$ cat src/video_rx_consts.svh
// Register offsets, reset values and pin function codes of the video receiver control bank.
// Assumes inclusion by bare name from the package and the register bank.
`ifndef VIDEO_RX_CONSTS_SVH
`define VIDEO_RX_CONSTS_SVH

`define A_EDH_FF     8'h01
`define A_EDH_AP     8'h02
`define A_EDH_ANC    8'h03
`define A_ANC_STAT   8'h04
`define A_ID_LO      8'h05
`define A_ID_HI      8'h06
`define A_MASK_LO    8'h07
`define A_MASK_HI    8'h08
`define A_TEST       8'h0d
`define A_VINFO      8'h0e
`define A_PIN_FIRST  8'h0f
`define A_PIN_LAST   8'h16
`define A_ANC_CTL    8'h17
`define A_VCTL       8'h55
`define A_REFCLK     8'h67

`define R_ON         1'h1
`define R_OFF        1'h0
`define R_ANC_ID     16'h0000
`define R_ANC_MASK   16'hffff
`define R_PATTERN    6'h00
`define R_REFCLK     2'h0
`define R_DEPTH      3'h0
`define R_BYTE       8'h00

`define NUM_PINS     8
`define SEL_W        6
`define LOCK_PIN     3'h4
`define EMPTY_PIN    3'h6

`define F_NONE       6'h00
`define F_LOCK       6'h01
`define F_EMPTY      6'h02
`define F_FULL       6'h03
`define F_CRC        6'h04
`define F_PASS       6'h05
`define F_MSG        6'h06
`define I_DDITH      6'h20
`define I_VDITH      6'h21
`define I_PGEN       6'h22
`define I_PFILT      6'h23
`define I_PAT0       6'h28
`endif

$ cat src/video_rx_pkg.sv
// Types shared by the video receiver control bank.
// Assumes the constants header sits beside it.
`include "video_rx_consts.svh"
package video_rx_pkg;
    typedef logic [7:0]                      reg_byte_t;
    typedef logic [`SEL_W-1:0]               pin_sel_t;
    typedef logic [`NUM_PINS*`SEL_W-1:0]     pin_cfg_t;
    typedef logic [`NUM_PINS-1:0]            pin_vec_t;
endpackage

$ cat src/video_rx_control_register_bank.sv
// Configuration and status register bank of a serial video receiver, with multifunction pin routing.
// Assumes status inputs come from datapath logic on clk and the pin bus comes from outside.
`timescale 1ns/100ps
`include "video_rx_consts.svh"
module video_rx_control_register_bank
(
    input  wire logic                       clk,
    input  wire logic                       rst,
    input  wire logic [7:0]                 addr,
    input  wire logic [7:0]                 wdata,
    input  wire logic                       wr,
    input  wire logic                       rd,
    output logic [7:0]                      rdata,
    input  wire logic                       lock_detect,
    input  wire logic                       pass_fail,
    input  wire logic                       crc_error,
    input  wire logic                       crc_error_luma,
    input  wire logic                       crc_error_chroma,
    input  wire logic [4:0]                 ff_flags,
    input  wire logic [4:0]                 ap_flags,
    input  wire logic [4:0]                 anc_flags,
    input  wire logic                       ff_flag_error,
    input  wire logic                       ap_flag_error,
    input  wire logic                       anc_flag_error,
    input  wire logic                       anc_fifo_overrun,
    input  wire logic                       anc_fifo_empty,
    input  wire logic                       anc_fifo_full,
    input  wire logic                       checksum_error,
    input  wire logic                       full_message_available,
    input  wire logic [7:0]                 io_in,
    output logic [7:0]                      io_out,
    output logic [7:0]                      io_oe,
    output logic                            lsb_clip_en,
    output logic                            sync_detect_en,
    output logic                            dedither_en,
    output logic                            vert_dedither_en,
    output logic                            bypass_descramble,
    output logic [5:0]                      pattern_select,
    output logic                            pattern_generator_en,
    output logic                            pattern_filter_enable,
    output logic [1:0]                      ref_clock_sel,
    output logic                            external_vclk_sel,
    output logic                            edh_force,
    output logic                            edh_enable,
    output logic                            crc_replace,
    output logic [2:0]                      video_fifo_depth,
    output logic                            checksum_force,
    output logic [15:0]                     anc_id,
    output logic [15:0]                     anc_mask,
    output logic                            fifo_extract_en,
    output logic                            fifo_clock_en,
    output logic                            fifo_flush_static,
    output logic                            message_flush_static,
    output logic                            message_tracking
);

    // Select code of pin i.
    function automatic video_rx_pkg::pin_sel_t pin_sel(input video_rx_pkg::pin_cfg_t cfg, input int i);
        pin_sel = cfg[i*`SEL_W +: `SEL_W];
    endfunction

    // Returns {hit, level}: the lowest pin carrying the input function wins.
    function automatic logic [1:0] pin_in(input video_rx_pkg::pin_cfg_t cfg,
                                          input video_rx_pkg::pin_vec_t pins,
                                          input video_rx_pkg::pin_sel_t code);
        logic [1:0] res;
        res = 2'h0;
        for (int i = `NUM_PINS - 1; i >= 0; i--)
        begin
            if (pin_sel(cfg, i) == code)
            begin
                res = {1'h1, pins[i]};
            end
        end
        return res;
    endfunction

    // Control bit as seen by the datapath: a configured pin overrides the register.
    function automatic logic ctl_eff(input logic [1:0] hit_val, input logic reg_val);
        ctl_eff = hit_val[1] ? hit_val[0] : reg_val;
    endfunction

    // Register state.
    logic                          lsb_clip_reg, lsb_clip_next;
    logic                          sync_det_reg, sync_det_next;
    logic                          ddith_reg, ddith_next;
    logic                          vddith_reg, vddith_next;
    logic                          bypass_reg, bypass_next;
    logic [5:0]                    pattern_reg, pattern_next;
    logic                          pgen_reg, pgen_next;
    logic                          pfilt_reg, pfilt_next;
    logic [1:0]                    refclk_reg, refclk_next;
    logic                          vclk_reg, vclk_next;
    logic                          edh_force_reg, edh_force_next;
    logic                          edh_en_reg, edh_en_next;
    logic                          crc_repl_reg, crc_repl_next;
    logic [2:0]                    depth_reg, depth_next;
    logic                          cks_force_reg, cks_force_next;
    logic [15:0]                   id_reg, id_next;
    logic [15:0]                   mask_reg, mask_next;
    logic                          extract_reg, extract_next;
    logic                          fclk_reg, fclk_next;
    logic                          fflush_reg, fflush_next;
    logic                          mflush_reg, mflush_next;
    logic                          mtrack_reg, mtrack_next;
    video_rx_pkg::pin_cfg_t        pin_cfg_reg, pin_cfg_next;
    video_rx_pkg::reg_byte_t       rdata_reg, rdata_next;

    // Pin synchroniser and output stage.
    video_rx_pkg::pin_vec_t        io_meta_reg;
    video_rx_pkg::pin_vec_t        io_sync_reg;
    video_rx_pkg::pin_vec_t        io_out_reg, io_out_next;
    video_rx_pkg::pin_vec_t        io_oe_reg, io_oe_next;
    logic                          ddith_o_reg, ddith_o_next;
    logic                          vddith_o_reg, vddith_o_next;
    logic                          pgen_o_reg, pgen_o_next;
    logic                          pfilt_o_reg, pfilt_o_next;
    logic [5:0]                    pattern_o_reg, pattern_o_next;

    logic                          wr_pin;
    logic [2:0]                    wr_pin_idx;
    logic [7:0]                    pin_off;

    assign pin_off    = addr - `A_PIN_FIRST;
    assign wr_pin     = wr && (addr >= `A_PIN_FIRST) && (addr <= `A_PIN_LAST);
    assign wr_pin_idx = pin_off[2:0];

    // Software writes. Reserved positions are simply never loaded.
    always_comb
    begin
        lsb_clip_next  = lsb_clip_reg;
        sync_det_next  = sync_det_reg;
        ddith_next     = ddith_reg;
        vddith_next    = vddith_reg;
        bypass_next    = bypass_reg;
        pattern_next   = pattern_reg;
        pgen_next      = pgen_reg;
        pfilt_next     = pfilt_reg;
        refclk_next    = refclk_reg;
        vclk_next      = vclk_reg;
        edh_force_next = edh_force_reg;
        edh_en_next    = edh_en_reg;
        crc_repl_next  = crc_repl_reg;
        depth_next     = depth_reg;
        cks_force_next = cks_force_reg;
        id_next        = id_reg;
        mask_next      = mask_reg;
        extract_next   = extract_reg;
        fclk_next      = fclk_reg;
        fflush_next    = fflush_reg;
        mflush_next    = mflush_reg;
        mtrack_next    = mtrack_reg;
        pin_cfg_next   = pin_cfg_reg;
        if (wr)
        begin
            unique case (addr)
                `A_EDH_FF:
                begin
                    edh_force_next = wdata[6];
                    edh_en_next    = wdata[5];
                end
                `A_EDH_AP:   crc_repl_next = wdata[7];
                `A_ANC_STAT:
                begin
                    depth_next     = wdata[7:5];
                    cks_force_next = wdata[0];
                end
                `A_ID_LO:    id_next[7:0]    = wdata;
                `A_ID_HI:    id_next[15:8]   = wdata;
                `A_MASK_LO:  mask_next[7:0]  = wdata;
                `A_MASK_HI:  mask_next[15:8] = wdata;
                `A_TEST:
                begin
                    pgen_next    = wdata[6];
                    pattern_next = wdata[5:0];
                end
                `A_VINFO:
                begin
                    ddith_next  = wdata[7];
                    vddith_next = wdata[6];
                    pfilt_next  = wdata[5];
                end
                `A_ANC_CTL:
                begin
                    extract_next = wdata[7];
                    fclk_next    = wdata[6];
                    fflush_next  = wdata[3];
                    mflush_next  = wdata[1];
                    mtrack_next  = wdata[0];
                end
                `A_VCTL:
                begin
                    vclk_next     = wdata[6];
                    sync_det_next = wdata[5];
                    lsb_clip_next = wdata[4];
                    bypass_next   = wdata[0];
                end
                `A_REFCLK:   refclk_next = wdata[2:1];
                default:
                begin
                end
            endcase
            if (wr_pin)
            begin
                pin_cfg_next[wr_pin_idx*`SEL_W +: `SEL_W] = wdata[5:0];
            end
        end
    end

    always_ff @(posedge clk)
    begin
        if (rst)
        begin
            lsb_clip_reg  <= `R_ON;
            sync_det_reg  <= `R_ON;
            ddith_reg     <= `R_OFF;
            vddith_reg    <= `R_OFF;
            bypass_reg    <= `R_OFF;
            pattern_reg   <= `R_PATTERN;
            pgen_reg      <= `R_OFF;
            pfilt_reg     <= `R_OFF;
            refclk_reg    <= `R_REFCLK;
            vclk_reg      <= `R_OFF;
            edh_force_reg <= `R_OFF;
            edh_en_reg    <= `R_ON;
            crc_repl_reg  <= `R_OFF;
            depth_reg     <= `R_DEPTH;
            cks_force_reg <= `R_OFF;
            id_reg        <= `R_ANC_ID;
            mask_reg      <= `R_ANC_MASK;
            extract_reg   <= `R_OFF;
            fclk_reg      <= `R_OFF;
            fflush_reg    <= `R_OFF;
            mflush_reg    <= `R_OFF;
            mtrack_reg    <= `R_OFF;
            pin_cfg_reg   <= {`F_NONE, `F_EMPTY, `F_NONE, `F_LOCK,
                              `F_NONE, `F_NONE, `F_NONE, `F_NONE};
        end
        else
        begin
            lsb_clip_reg  <= lsb_clip_next;
            sync_det_reg  <= sync_det_next;
            ddith_reg     <= ddith_next;
            vddith_reg    <= vddith_next;
            bypass_reg    <= bypass_next;
            pattern_reg   <= pattern_next;
            pgen_reg      <= pgen_next;
            pfilt_reg     <= pfilt_next;
            refclk_reg    <= refclk_next;
            vclk_reg      <= vclk_next;
            edh_force_reg <= edh_force_next;
            edh_en_reg    <= edh_en_next;
            crc_repl_reg  <= crc_repl_next;
            depth_reg     <= depth_next;
            cks_force_reg <= cks_force_next;
            id_reg        <= id_next;
            mask_reg      <= mask_next;
            extract_reg   <= extract_next;
            fclk_reg      <= fclk_next;
            fflush_reg    <= fflush_next;
            mflush_reg    <= mflush_next;
            mtrack_reg    <= mtrack_next;
            pin_cfg_reg   <= pin_cfg_next;
        end
    end

    // Read port: data appear only in the cycle after the strobe; unmapped and reserved read zero.
    always_comb
    begin
        rdata_next = `R_BYTE;
        if (rd)
        begin
            unique case (addr)
                `A_EDH_FF:   rdata_next = {crc_error, edh_force_reg, edh_en_reg, ff_flags};
                `A_EDH_AP:   rdata_next = {crc_repl_reg, crc_error_luma, crc_error_chroma, ap_flags};
                `A_EDH_ANC:  rdata_next = {ff_flag_error, ap_flag_error, anc_flag_error, anc_flags};
                `A_ANC_STAT: rdata_next = {depth_reg, anc_fifo_overrun, anc_fifo_empty,
                                           anc_fifo_full, checksum_error, cks_force_reg};
                `A_ID_LO:    rdata_next = id_reg[7:0];
                `A_ID_HI:    rdata_next = id_reg[15:8];
                `A_MASK_LO:  rdata_next = mask_reg[7:0];
                `A_MASK_HI:  rdata_next = mask_reg[15:8];
                `A_TEST:     rdata_next = {pass_fail, pgen_reg, pattern_reg};
                `A_VINFO:    rdata_next = {ddith_reg, vddith_reg, pfilt_reg, lock_detect, 4'h0};
                `A_ANC_CTL:  rdata_next = {extract_reg, fclk_reg, full_message_available,
                                           1'h0, fflush_reg, 1'h0, mflush_reg, mtrack_reg};
                `A_VCTL:     rdata_next = {1'h0, vclk_reg, sync_det_reg, lsb_clip_reg, 3'h0, bypass_reg};
                `A_REFCLK:   rdata_next = {5'h00, refclk_reg, 1'h0};
                default:
                begin
                    if ((addr >= `A_PIN_FIRST) && (addr <= `A_PIN_LAST))
                    begin
                        rdata_next = {2'h0, pin_sel(pin_cfg_reg, int'(pin_off[2:0]))};
                    end
                end
            endcase
        end
    end

    always_ff @(posedge clk)
    begin
        if (rst)
        begin
            rdata_reg <= `R_BYTE;
        end
        else
        begin
            rdata_reg <= rdata_next;
        end
    end

    // Pin inputs arrive from outside, so two flops stand before any pin logic.
    always_ff @(posedge clk)
    begin
        if (rst)
        begin
            io_meta_reg <= `R_BYTE;
            io_sync_reg <= `R_BYTE;
        end
        else
        begin
            io_meta_reg <= io_in;
            io_sync_reg <= io_meta_reg;
        end
    end

    // Pin routing. A pin carrying an input function is never driven, which avoids contention
    // with whatever drives it from outside.
    always_comb
    begin
        io_out_next    = `R_BYTE;
        io_oe_next     = `R_BYTE;
        for (int i = 0; i < `NUM_PINS; i++)
        begin
            io_oe_next[i] = 1'h1;
            unique case (pin_sel(pin_cfg_reg, i))
                `F_LOCK:  io_out_next[i] = lock_detect;
                `F_EMPTY: io_out_next[i] = anc_fifo_empty;
                `F_FULL:  io_out_next[i] = anc_fifo_full;
                `F_CRC:   io_out_next[i] = crc_error;
                `F_PASS:  io_out_next[i] = pass_fail;
                `F_MSG:   io_out_next[i] = full_message_available;
                default:  io_oe_next[i]  = 1'h0;
            endcase
        end
        ddith_o_next  = ctl_eff(pin_in(pin_cfg_reg, io_sync_reg, `I_DDITH), ddith_reg);
        vddith_o_next = ctl_eff(pin_in(pin_cfg_reg, io_sync_reg, `I_VDITH), vddith_reg);
        pgen_o_next   = ctl_eff(pin_in(pin_cfg_reg, io_sync_reg, `I_PGEN), pgen_reg);
        pfilt_o_next  = ctl_eff(pin_in(pin_cfg_reg, io_sync_reg, `I_PFILT), pfilt_reg);
        for (int b = 0; b < `SEL_W; b++)
        begin
            pattern_o_next[b] = ctl_eff(pin_in(pin_cfg_reg, io_sync_reg,
                                               `I_PAT0 + video_rx_pkg::pin_sel_t'(b)), pattern_reg[b]);
        end
    end

    always_ff @(posedge clk)
    begin
        if (rst)
        begin
            io_out_reg    <= `R_BYTE;
            io_oe_reg     <= `R_BYTE;
            ddith_o_reg   <= `R_OFF;
            vddith_o_reg  <= `R_OFF;
            pgen_o_reg    <= `R_OFF;
            pfilt_o_reg   <= `R_OFF;
            pattern_o_reg <= `R_PATTERN;
        end
        else
        begin
            io_out_reg    <= io_out_next;
            io_oe_reg     <= io_oe_next;
            ddith_o_reg   <= ddith_o_next;
            vddith_o_reg  <= vddith_o_next;
            pgen_o_reg    <= pgen_o_next;
            pfilt_o_reg   <= pfilt_o_next;
            pattern_o_reg <= pattern_o_next;
        end
    end

    assign rdata                 = rdata_reg;
    assign io_out                = io_out_reg;
    assign io_oe                 = io_oe_reg;
    assign lsb_clip_en           = lsb_clip_reg;
    assign sync_detect_en        = sync_det_reg;
    assign dedither_en           = ddith_o_reg;
    assign vert_dedither_en      = vddith_o_reg;
    assign bypass_descramble     = bypass_reg;
    assign pattern_select        = pattern_o_reg;
    assign pattern_generator_en  = pgen_o_reg;
    assign pattern_filter_enable = pfilt_o_reg;
    assign ref_clock_sel         = refclk_reg;
    assign external_vclk_sel     = vclk_reg;
    assign edh_force             = edh_force_reg;
    assign edh_enable            = edh_en_reg;
    assign crc_replace           = crc_repl_reg;
    assign video_fifo_depth      = depth_reg;
    assign checksum_force        = cks_force_reg;
    assign anc_id                = id_reg;
    assign anc_mask              = mask_reg;
    assign fifo_extract_en       = extract_reg;
    assign fifo_clock_en         = fclk_reg;
    assign fifo_flush_static     = fflush_reg;
    assign message_flush_static  = mflush_reg;
    assign message_tracking      = mtrack_reg;

endmodule // video_rx_control_register_bank

$ cat config.mk
export PLATFORM = sky130hd
export DESIGN_NAME = video_rx_control_register_bank
export DESIGN_NICKNAME = d
export VERILOG_FILES = /design/src/video_rx_pkg.sv /design/src/video_rx_control_register_bank.sv
export VERILOG_INCLUDE_DIRS = /design/src /design/src/src
export SDC_FILE = /design/constraint.sdc
export NUM_CORES = 1
export LEC_CHECK = 0
export ABC_AREA = 1
export CORE_MARGIN = 2
export CORE_UTILIZATION = 54
export DETAILED_ROUTE_END_ITERATION = 16
export DONT_BUFFER_PORTS = 1
export PLACE_DENSITY = 0.69
export SLEW_MARGIN = 20
export SYNTH_ARGS = -nofsm -noshare
export SYNTH_HDL_FRONTEND = slang
export SYNTH_SLANG_ARGS = --single-unit
$ cat constraint.sdc
create_clock -name clk -period 4.8 [get_ports clk]
set_input_delay 1.44 -clock clk [delete_from_list [all_inputs] [get_ports clk]]
set_output_delay 1.44 -clock clk [all_outputs]
set_load 0.01 [all_outputs]
==> results.md, run 1 <==
## Synthesis
• **FFs w/ async S/R, synth** 0
• **syn avg cell area** 6.040 um^2
• **top-area cell type share of the netlist area** 0.3143
• **cell type contributing the most total cell area after synthesis** sky130_fd_sc_hd__dfxtp_1
• **proportion of synthesized chip area in sequential cells** 0.3143
• **number of enable flip-flop cells after synthesis** 0
• **register bit count reported by yosys** 158
• **post-synthesis xor/xnor area fraction** 0
• **multiplexer area fraction after synthesis** 0
• **cell types with the largest area share after synthesis** sky130_fd_sc_hd__dfxtp_1, sky130_fd_sc_hd__nand2_1, sky130_fd_sc_hd__nor2_1, sky130_fd_sc_hd__inv_1, sky130_fd_sc_hd__o21ai_0
• **instance count of the mapped netlist** 1666
• **area share of and/or/nand/nor cells after synthesis** 0.3558
• **Syn Std Cell Area** 0.01006 mm^2
• **Post-synth top flop** sky130_fd_sc_hd__dfxtp_1
• **Yosys Warn Count** 0
• **share of synthesized cell area in full adder, half adder and majority cells** 0.01194
• **synth unique cells** 54
• **complex-gate fraction of the synthesized area** 0.2063
• **largest family of logic cells by synthesized area** simple AND/OR/NAND/NOR gates
• **post-synth net total** 1731

## Final layout
• **share of the core filled with cells in the final layout** 0.5976
• **flip-flop count of the largest register after layout** 48
• **Diodes inserted** 0
• **Layout Area Growth over Synthesis** 7.784%
• **net count reported at finish** 1717
• **non-filler instance count after layout** 1894
• **layout cells sized above 1** 0.05285

## Worst setup path
• **Req. time, crit path** 5140 ps
• **setup slack on the worst flop-to-flop path** 2660 ps
• **Critical Path Start** addr[0]
• **Critical path destination** pin_cfg_reg[12]
• **startpoint of the most critical register-to-register path** pin_cfg_reg[41]
• **logic depth of the worst register-to-register path** 12
• **CP endpoint kind** register
• **endpoint arrival time on the critical path** 4170 ps
• **RR Endpoint** pattern_generator_en
• **Worst setup SP type** input port
• **critical path type** input port to register
• **worst-path fanout max** 27

## Drt
• **post-detailed-routing wire length** 37.79 mm
• **number of design rule violations left after detail routing** 0
• **router iterations before antenna repair** 6
• **Post-DRT Antenna Nets** 0
• **Routed WL per cell** 19.95 um
• **starting DRC count in detailed routing** 1284
• **routed vias/inst** 6.033
• **vias after detailed routing** 11430

## Die
• **row cnt** 49
• **horizontal die dimension** 140.5 um
• **IO Count** 140
• **die outline height** 140.5 um
• **placeable core region** 0.01815 mm^2
• **Total Die Area** 0.01974 mm^2
• **starting utilization of the core area** 0.5545

## STA
• **RSZ-0062 raised after global routing** false
• **number of endpoints with negative hold slack in the final report** 0
• **post-route minimum period** 3828 ps
• **achievable clock frequency** 0.2612 GHz
• **Final TNS setup** 0 ps
• **slew margin rel.** 0.4107
• **slew at the pin closest to its max-slew limit** 874.7 ps
• **Final setup violation count** 0
• **largest clock skew in the final design** 10.00 ps
• **final number of max-transition violations** 0
• **fin crit share** 0.7976

## Clock tree
• **root cell of the clock tree** sky130_fd_sc_hd__clkbuf_16
• **clock tree buffer depth** 2
• **register clock-pin slew on the reported worst setup and hold paths** 80 ps
• **count of instances resized after the clock tree is built** 0
• **clock buffer count from CTS** 17
• **CTS tree** yes
• **number of H-tree branching levels** 4
• **CTS sink cnt** 158
• **cts hold-fix bufs** 0
• **Post-CTS Setup Inserts** 0
• **Worst-Skew Late Latency** 450 ps

## Outcome
• **outcome** completed

## Placement
• **placed cell count** 1862
• **routability congestion estimate from global placement** 1.043
• **IO buf count** 0
• **Final HPWL DP** 29.63 mm

## Worst hold path
• **class of the tightest hold or removal check** register to register

## GRT
• **via count of the first global-routing pass** 10350
• **largest net degree at the start of global routing** 51
• **overall overflow remaining after global route** 0
• **wire length of the first global-routing pass** 57.75 mm
• **overall global routing resource usage** 0.3780
• **number of antenna violations at the first check in global routing** 0

## Power and ir drop
• **total power** 0.003096 W
• **Worst IR Drop VDD** 233.2 uV
• **Cell Pwr Density** 285.5 mW/mm^2
• **Lkg Pwr** 4.738 nW

## Job
• **Max-Cap Viols** 0

## kinds of logic after synthesis
family                   after synthesis
buffers and inverters                289
adder cells (fa/ha/maj)                9
flip-flops                           158
AND/OR/NAND/NOR                      836
AO/OA/AOI/OAI                        374
## final cells by class
cell class              count  area (um^2)
fillers                  1791         7302
inverters                 245        922.1
multi-input cells        1219         5776
well taps                 229        286.5
repair buffers             11        82.58
clock inverters            15        190.2
flip-flops and latches    158         3163
clock buffers              17        425.4
## worst min path at each step
stage / start / endpoint / slack, ps / cells past startpoint
floorplan: io_meta_reg[0] / io_sync_reg[0] / 390 / 2
global placement: io_meta_reg[0] / io_sync_reg[0] / 390 / 2
detailed placement: io_meta_reg[3] / io_sync_reg[3] / 390 / 2
CTS: io_meta_reg[5] / io_sync_reg[5] / 400 / 2
global route: io_meta_reg[1] / io_sync_reg[1] / 420 / 2
finish: io_meta_reg[5] / io_sync_reg[5] / 400 / 2
## critical path: stages
cell and delay, ps:
sky130_fd_sc_hd__ha_1 220, sky130_fd_sc_hd__inv_1 130, sky130_fd_sc_hd__nand2_1 90, sky130_fd_sc_hd__nand2_1 90, sky130_fd_sc_hd__fa_1 560, sky130_fd_sc_hd__nor2_1 80
sky130_fd_sc_hd__nand2_1 90, sky130_fd_sc_hd__inv_1 40, sky130_fd_sc_hd__ha_1 170, sky130_fd_sc_hd__inv_1 100, sky130_fd_sc_hd__nand3_1 120, sky130_fd_sc_hd__nor2_2 180
sky130_fd_sc_hd__nand2_1 130, sky130_fd_sc_hd__o21ai_2 430, sky130_fd_sc_hd__nand3_1 160, sky130_fd_sc_hd__nand2_1 100, sky130_fd_sc_hd__nor2_1 40
## cells in the mapped netlist (3+ instances only)
cell	n
sky130_fd_sc_hd__nand2_1	372
sky130_fd_sc_hd__nor2_1	249
sky130_fd_sc_hd__inv_1	229
sky130_fd_sc_hd__dfxtp_1	158
sky130_fd_sc_hd__o21ai_0	135
sky130_fd_sc_hd__a21oi_1	121
sky130_fd_sc_hd__nand3_1	121
sky130_fd_sc_hd__clkbuf_1	30
sky130_fd_sc_hd__nand4_1	29
sky130_fd_sc_hd__o21ai_1	27
sky130_fd_sc_hd__o22ai_1	24
sky130_fd_sc_hd__nor3_1	23
sky130_fd_sc_hd__o211ai_1	21
sky130_fd_sc_hd__a31oi_1	14
sky130_fd_sc_hd__nor2_2	10
sky130_fd_sc_hd__ha_1	8
sky130_fd_sc_hd__inv_2	8
sky130_fd_sc_hd__clkinv_1	7
sky130_fd_sc_hd__nand2_2	6
sky130_fd_sc_hd__buf_2	5
sky130_fd_sc_hd__nand2_4	5
sky130_fd_sc_hd__nor4_1	5
sky130_fd_sc_hd__o2111ai_1	5
sky130_fd_sc_hd__buf_4	4
sky130_fd_sc_hd__o21a_1	4
sky130_fd_sc_hd__a211oi_1	3
sky130_fd_sc_hd__a221oi_1	3
sky130_fd_sc_hd__a22oi_1	3
sky130_fd_sc_hd__buf_1	3
sky130_fd_sc_hd__nor2_4	3
## metal layers
layer	global-route usage	part of all wire	vias up
met5	0	0	-
met4	0.1558	0.041	0
met3	0.08342	0.11	112
met2	0.5947	0.44	668
met1	0.5046	0.40	5208
li1	-	-	5438
## through the flow
| stage | hold WS, ps | worst slack [ps] | area (um^2) |
|---|---|---|---|
| after floorplan | 388.3 | 570.2 | 10060 |
| after global placement | 391.4 | 703.1 | 10230 |
| after detailed placement | 393.6 | 600.7 | 10230 |
| after CTS | 400.5 | 1038 | 10850 |
| after global routing | 419.9 | 739.7 | 10850 |
| final | 400.2 | 971.7 | 10850 |
## cell usage in the layout (no fill, tap or decap), types with 23 or more instances in the layout
cell type and instances:
sky130_fd_sc_hd__dfxtp_1 158, sky130_fd_sc_hd__nand3_1 121, sky130_fd_sc_hd__nor2_1 249, sky130_fd_sc_hd__nand4_1 29, sky130_fd_sc_hd__o22ai_1 24, sky130_fd_sc_hd__o21ai_1 27, sky130_fd_sc_hd__nor3_1 23, sky130_fd_sc_hd__inv_1 228
sky130_fd_sc_hd__nand2_1 372, sky130_fd_sc_hd__o21ai_0 135, sky130_fd_sc_hd__a21oi_1 121
## power breakdown
part | total, W | switching [W] | internal [W] | leakage (nW)
Combinational | 0.000335 | 0.000250 | 0.0000851 | 3.16
Clock | 0.00143 | 0.000712 | 0.000714 | 0.296
Sequential | 0.00134 | 0.0000144 | 0.00132 | 1.28
Power figures use the tool's default switching activity.
==> run 2, diff against run 1 <==
- PLACE_DENSITY: 0.69 -> 0.72
- clock period: 4.8 -> 3.1 ns (I/O delays scaled with it)
==> run 2 against run 1 <==
Against the previous run:
- total power grew 56%
- via count grew 1.2%
- global-route usage grew 0.89 points
- sequential power grew 54%
- combinational power grew 85%
- clock skew shrank 0.65 ps
- wire length grew 1.5%
- register-to-register slack lost 1700 ps
- utilization grew 2.5 points
- sequential share of layout area shrank 1.2 points
- setup slack lost 690 ps
- critical path type unchanged
==> results.md, run 2 (same netlist as run 1, synthesis figures left out) <==
## Drt
• **routed wl met3** 3.797 mm, -12%
• **post-detailed-routing wire length** 38.36 mm, +1.5%
• **Post-DRT Antenna Nets** 0, unchanged
• **router iterations before antenna repair** 6, unchanged
• **starting DRC count in detailed routing** 1407, +9.6%
• **top routing layer used** met4
• **Routed WL per cell** 19.78 um, -0.85%
• **routed length on met1** 15.47 mm, +1.1%
• **vias after detailed routing** 11570, +1.2%
• **WL met2** 17.26 mm, +4.0%
• **routed vias/inst** 5.965, -1.1%
• **number of design rule violations left after detail routing** 0, unchanged

## Worst setup path
• **Worst setup SP type** input port
• **CP endpoint kind** register
• **critical path type** input port to register
• **stage delay of the slowest cell on the critical path** 560 ps, about the same
• **endpoint arrival time on the critical path** 3150 ps, -1020 ps
• **Critical Path Start** addr[1]
• **Critical Path, Cell by Cell** inv_1, ha_4, fa_2, nor2_2, nand2_1, inv_2, ha_4, clkinv_4, nand3_1, inv_1, nand3_1, o21ai_0, a21oi_1, nor2_1
• **worst-path fanout max** 9, -67%
• **slowest CP cell** sky130_fd_sc_hd__fa_2
• **Req. time, crit path** 3430 ps, -1710 ps
• **startpoint of the most critical register-to-register path** pin_cfg_reg[35]

## GRT
• **overall overflow remaining after global route** 0, unchanged
• **number of antenna violations at the first check in global routing** 1, +1
• **overall global routing resource usage** 0.3870, +0.008932
• **largest net degree at the start of global routing** 48, -5.9%
• **via count of the first global-routing pass** 10800, +4.3%
• **wire length of the first global-routing pass** 59.36 mm, +2.8%

## Die
• **die outline height** 140.5 um, unchanged
• **horizontal die dimension** 140.5 um, unchanged
• **Total Die Area** 0.01974 mm^2, unchanged
• **placeable core region** 0.01815 mm^2, unchanged
• **IO Count** 140, unchanged
• **row cnt** 49, unchanged
• **starting utilization of the core area** 0.5545, unchanged

## Clock tree
• **clock tree buffer depth** 2, unchanged
• **clock buffer count from CTS** 17, unchanged
• **CTS tree** yes
• **Worst-Skew Late Latency** 440 ps, about the same
• **cts hold-fix bufs** 0, unchanged
• **count of instances resized after the clock tree is built** 0, unchanged
• **Post-CTS Setup Inserts** 0, unchanged
• **number of H-tree branching levels** 4, unchanged
• **root cell of the clock tree** sky130_fd_sc_hd__clkbuf_16
• **register clock-pin slew on the reported worst setup and hold paths** 70 ps, about the same
• **CTS sink cnt** 158, unchanged

## Worst hold path
• **startpoint of the most critical hold path** io_meta_reg[4]
• **class of the tightest hold or removal check** register to register

## Placement
• **routability congestion estimate from global placement** 1.035, -0.75%
• **placed cell count** 1907, +2.4%
• **IO buf count** 0, unchanged
• **Final HPWL DP** 30.51 mm, +3.0%

## STA
• **number of endpoints with negative hold slack in the final report** 0, unchanged
• **Final setup violation count** 0, unchanged
• **fin crit share** 0.9100
• **slew margin rel.** 0.4967, +0.08596
• **achievable clock frequency** 0.3545 GHz
• **RSZ-0062 raised after global routing** false
• **final number of max-transition violations** 0, unchanged
• **largest clock skew in the final design** 9.354 ps, -0.6461 ps
• **post-route minimum period** 2821 ps
• **slew at the pin closest to its max-slew limit** 749.2 ps, -125.5 ps

## Final layout
• **filler instances** 1763, -1.6%
• **flip-flop count of the largest register after layout** 48, unchanged
• **net count reported at finish** 1762, +2.6%
• **layout cells sized above 1** 0.08830, +0.03545
• **non-filler instance count after layout** 1939, +2.4%
• **Layout Area Growth over Synthesis** 12.36%
• **commonest cells after routing, fill and taps aside** sky130_fd_sc_hd__nand2_1, sky130_fd_sc_hd__nor2_1, sky130_fd_sc_hd__inv_1
• **Diodes inserted** 0, unchanged
• **most common library cell in the layout ignoring fill and taps** sky130_fd_sc_hd__nand2_1

## Job
• **Max-Cap Viols** 0, unchanged

## Power and ir drop
• **Lkg Pwr** 4.978 nW, +5.1%
• **Worst IR Drop VDD** 372.2 uV, +60%
• **Cell Pwr Density** 428.6 mW/mm^2, +50%
• **total power** 0.004846 W, +56%

## Outcome
• **outcome** completed

-- run 2: final cells by class --
class	instances	area (um^2)	share of cell area
multi-input cells	1219	5877	0.5198
inverters	245	934.6	0.08267
clock buffers	17	425.4	0.03763
flip-flops and latches	158	3163	0.2798
well taps	229	286.5	0.02534
repair buffers	56	432.9	0.03829
clock inverters	15	186.4	0.01649
-- run 2: final timing paths --
kind / end / slack, ps / depth (start not counted)
worst max-delay path: pin_cfg_reg[2] / 280 / 14
worst min-delay path: io_sync_reg[4] / 400 / 2
worst max register to register: pattern_select[4] / 950 / 12
worst min register to register: io_sync_reg[4] / 400 / 2
-- run 2: layer usage --
metal  GRT usage  vias up
met4      0.1821        0
met3     0.07556      124
li1            -     5529
met2      0.6300      638
met5           0        -
met1      0.4958     5276
-- run 2: critical path, delay by kind of cell --
| kind | cells | cell delay [ps] |
|---|---|---|
| AOI/OAI and AO/OA | 2 | 280 |
| buffers and inverters | 4 | 340 |
| adders and majority gates | 3 | 1130 |
| and+or+nand+nor | 5 | 470 |
-- run 2: through the flow --
stage	hold slack, ps	setup WS (ps)	setup TNS [ps]	utilization	area [um^2]
2_1_floorplan	388.3	-80.79	-916.4	-	10210
3_3_place_gp	389.1	-65.42	-251.7	0.5893	10690
3_5_place_dp	392.0	-122.1	-1280	0.5893	10690
4_1_cts	396.2	330.9	0	0.6230	11310
5_1_grt	419.4	140.1	0	0.6230	11310
6_report	402.6	279.0	0	0.6230	11310
-- run 2: power by group --
group | internal [W] | switching, W
clock network | 0.00110 | 0.00106
logic | 0.000211 | 0.000409
registers | 0.00205 | 0.0000222
total | 0.00336 | 0.00149
==> run 3, diff against run 2 <==
- MAX_ROUTING_LAYER: unset -> met4
==> run 3 against run 2 <==
Against the previous run:
- global-route usage is 0.91 points higher
- largest cell class unchanged
- wire length is 0.28% lower
- die area stayed put
- clock skew is 1.8 ps higher
- non-clock buffer count is 4 lower
- fmax is 0.49% higher
- sequential power hardly changed
- sequential cell count stayed put
- via count is 0.51% lower
- setup slack better by 14 ps
- design area hardly changed
==> results.md, run 3 (same netlist as run 1, synthesis figures left out) <==
## STA
• **fin crit share** 0.9056, -0.004406
• **final hold slack** 405.0 ps, +2.327 ps
• **final number of max-transition violations** 0, unchanged
• **RSZ-0062 raised after global routing** false
• **slew margin rel.** 0.5619, +0.06521
• **Final setup violation count** 0, unchanged
• **slew at the pin closest to its max-slew limit** 652.2 ps, -97.07 ps
• **largest clock skew in the final design** 11.16 ps, +1.810 ps
• **post-route minimum period** 2807 ps, -13.66 ps
• **number of endpoints with negative hold slack in the final report** 0, unchanged
• **achievable clock frequency** 0.3562 GHz, +0.49%

## Drt
• **routed vias/inst** 5.947, -0.30%
• **routed wl met3** 4.069 mm, +7.2%
• **post-detailed-routing wire length** 38.25 mm, -0.28%
• **WL met2** 17.24 mm, about the same
• **Routed WL per cell** 19.77 um, about the same
• **starting DRC count in detailed routing** 1080, -23%
• **vias after detailed routing** 11510, -0.51%
• **routed length on met1** 15.36 mm, -0.69%
• **Post-DRT Antenna Nets** 0, unchanged
• **top routing layer used** met4
• **router iterations before antenna repair** 6, unchanged
• **number of design rule violations left after detail routing** 0, unchanged

## Power and ir drop
• **Worst IR Drop VDD** 364.8 uV, -2.0%
• **Sw Share** 0.3068, -0.0008394
• **Cell Pwr Density** 428.5 mW/mm^2, about the same
• **Combinational Power Share** 0.129, about the same
• **NetSw** 0.001486 W, -0.32%
• **part of the power in the clock network** 0.444, about the same
• **Lkg Pwr** 4.963 nW, -0.29%
• **total power** 0.004843 W, about the same
• **cell-internal power** 0.003358 W, about the same
• **sequential group share of total power** 0.427, about the same

## Worst setup path
• **Req. time, crit path** 3440 ps, about the same
• **setup slack on the worst flop-to-flop path** 930 ps, -20 ps
• **endpoint arrival time on the critical path** 3150 ps, about the same
• **Critical Path Start** addr[1]
• **startpoint of the most critical register-to-register path** pin_cfg_reg[35]
• **logic depth of the worst register-to-register path** 12, unchanged
• **RR Endpoint** pattern_select[4]
• **Worst setup SP type** input port
• **Critical path destination** pin_cfg_reg[2]
• **CP endpoint kind** register
• **critical path type** input port to register
• **worst-path fanout max** 9, unchanged

## Clock tree
• **Post-CTS Setup Inserts** 0, unchanged
• **number of H-tree branching levels** 4, unchanged
• **count of instances resized after the clock tree is built** 0, unchanged
• **register clock-pin slew on the reported worst setup and hold paths** 80 ps, about the same
• **clock tree buffer depth** 2, unchanged
• **CTS tree** yes
• **Worst-Skew Late Latency** 440 ps, about the same
• **cts hold-fix bufs** 0, unchanged
• **root cell of the clock tree** sky130_fd_sc_hd__clkbuf_16
• **CTS sink cnt** 158, unchanged
• **clock buffer count from CTS** 17, unchanged

## Placement
• **IO buf count** 0, unchanged
• **Post-DP Area** 0.01069 mm^2, about the same
• **Final HPWL DP** 30.35 mm, -0.55%
• **routability congestion estimate from global placement** 1.052, +1.6%
• **placed cell count** 1903, -0.21%

## GRT
• **largest net degree at the start of global routing** 45, -6.3%
• **overall global routing resource usage** 0.3961, +0.009139
• **via count of the first global-routing pass** 10470, -3.0%
• **wire length of the first global-routing pass** 58.68 mm, -1.2%
• **overall overflow remaining after global route** 0, unchanged
• **number of antenna violations at the first check in global routing** 0, -1

## Final layout
• **layout cells sized above 1** 0.08617, -0.002138
• **Layout Area Growth over Synthesis** 12.35%, about the same
• **Diodes inserted** 0, unchanged
• **post-route cell area** 0.01130 mm^2, about the same
• **filler instances** 1786, +1.3%
• **share of the core filled with cells in the final layout** 0.6229, about the same
• **net count reported at finish** 1758, -0.23%
• **most common library cell in the layout ignoring fill and taps** sky130_fd_sc_hd__nand2_1
• **footprint of the flip-flops and latches** 0.003163 mm^2, unchanged
• **area used by multi-input combinational logic** 0.005877 mm^2, unchanged
• **commonest cells after routing, fill and taps aside** sky130_fd_sc_hd__nand2_1, sky130_fd_sc_hd__nor2_1, sky130_fd_sc_hd__inv_1
• **non-filler instance count after layout** 1935, -0.21%
• **flip-flop count of the largest register after layout** 48, unchanged

## Die
• **placeable core region** 0.01815 mm^2, unchanged
• **row cnt** 49, unchanged
• **IO Count** 140, unchanged
• **starting utilization of the core area** 0.5545, unchanged
• **Total Die Area** 0.01974 mm^2, unchanged
• **die outline height** 140.5 um, unchanged
• **horizontal die dimension** 140.5 um, unchanged

## Outcome
• **outcome** completed

## Worst hold path
• **class of the tightest hold or removal check** register to register

## Job
• **Max-Cap Viols** 0, unchanged

run 3: how the worst min path moves through the flow:
stage | startpoint | endpoint | slack, ps | cells after the start
after global routing | io_meta_reg[2] | io_sync_reg[2] | 430 | 2
after global placement | io_meta_reg[4] | io_sync_reg[4] | 390 | 2
after detailed placement | io_meta_reg[2] | io_sync_reg[2] | 400 | 2
final | io_meta_reg[1] | io_sync_reg[1] | 400 | 2
after CTS | io_meta_reg[1] | io_sync_reg[1] | 410 | 2
after floorplan | io_meta_reg[0] | io_sync_reg[0] | 390 | 2
run 3: worst max-delay path, stage by stage:
cell and delay [ps]:
sky130_fd_sc_hd__inv_1 90, sky130_fd_sc_hd__ha_4 220, sky130_fd_sc_hd__fa_2 570, sky130_fd_sc_hd__nor2_2 50, sky130_fd_sc_hd__nand2_1 80, sky130_fd_sc_hd__inv_2 50, sky130_fd_sc_hd__ha_4 330, sky130_fd_sc_hd__clkinv_4 120
sky130_fd_sc_hd__nand3_1 180, sky130_fd_sc_hd__inv_1 80, sky130_fd_sc_hd__nand3_1 90, sky130_fd_sc_hd__o21ai_0 130, sky130_fd_sc_hd__a21oi_1 160, sky130_fd_sc_hd__nor2_1 60
run 3: layout make-up:
cell class                      count  share of cell area
Tap cell                          229             0.02535
Clock buffer                       17             0.03763
Clock inverter                     15             0.01682
Inverter                          245             0.08268
Multi-Input combinational cell   1219              0.5199
Sequential cell                   158              0.2798
Timing Repair Buffer               52             0.03785
run 3: power groups by stage:
stage / Sequential, W / Clock, W / Combinational (W)
4_1_cts: 0.00207 / 0.00216 / 0.000612
3_5_place_dp: 0.00212 / 0 / 0.000609
5_1_grt: 0.00207 / 0.00225 / 0.000681
2_1_floorplan: 0.00211 / 0 / 0.000427
3_3_place_gp: 0.00212 / 0 / 0.000603
6_report: 0.00207 / 0.00215 / 0.000623
run 3: metal layers:
metal | GRT usage | up-vias
li1 | - | 5520
met1 | 0.4998 | 5215
met2 | 0.6233 | 667
met3 | 0.08855 | 106
met4 | 0.1495 | 0
met5 | - | -
run 3: metrics by stage:
step                      worst slack [ps]  TNS [ps]
after global routing                 111.4         0
after floorplan                     -80.79    -916.4
after global placement              -155.5    -559.6
after CTS                            287.3         0
final                                292.7         0
after detailed placement            -171.7     -1490
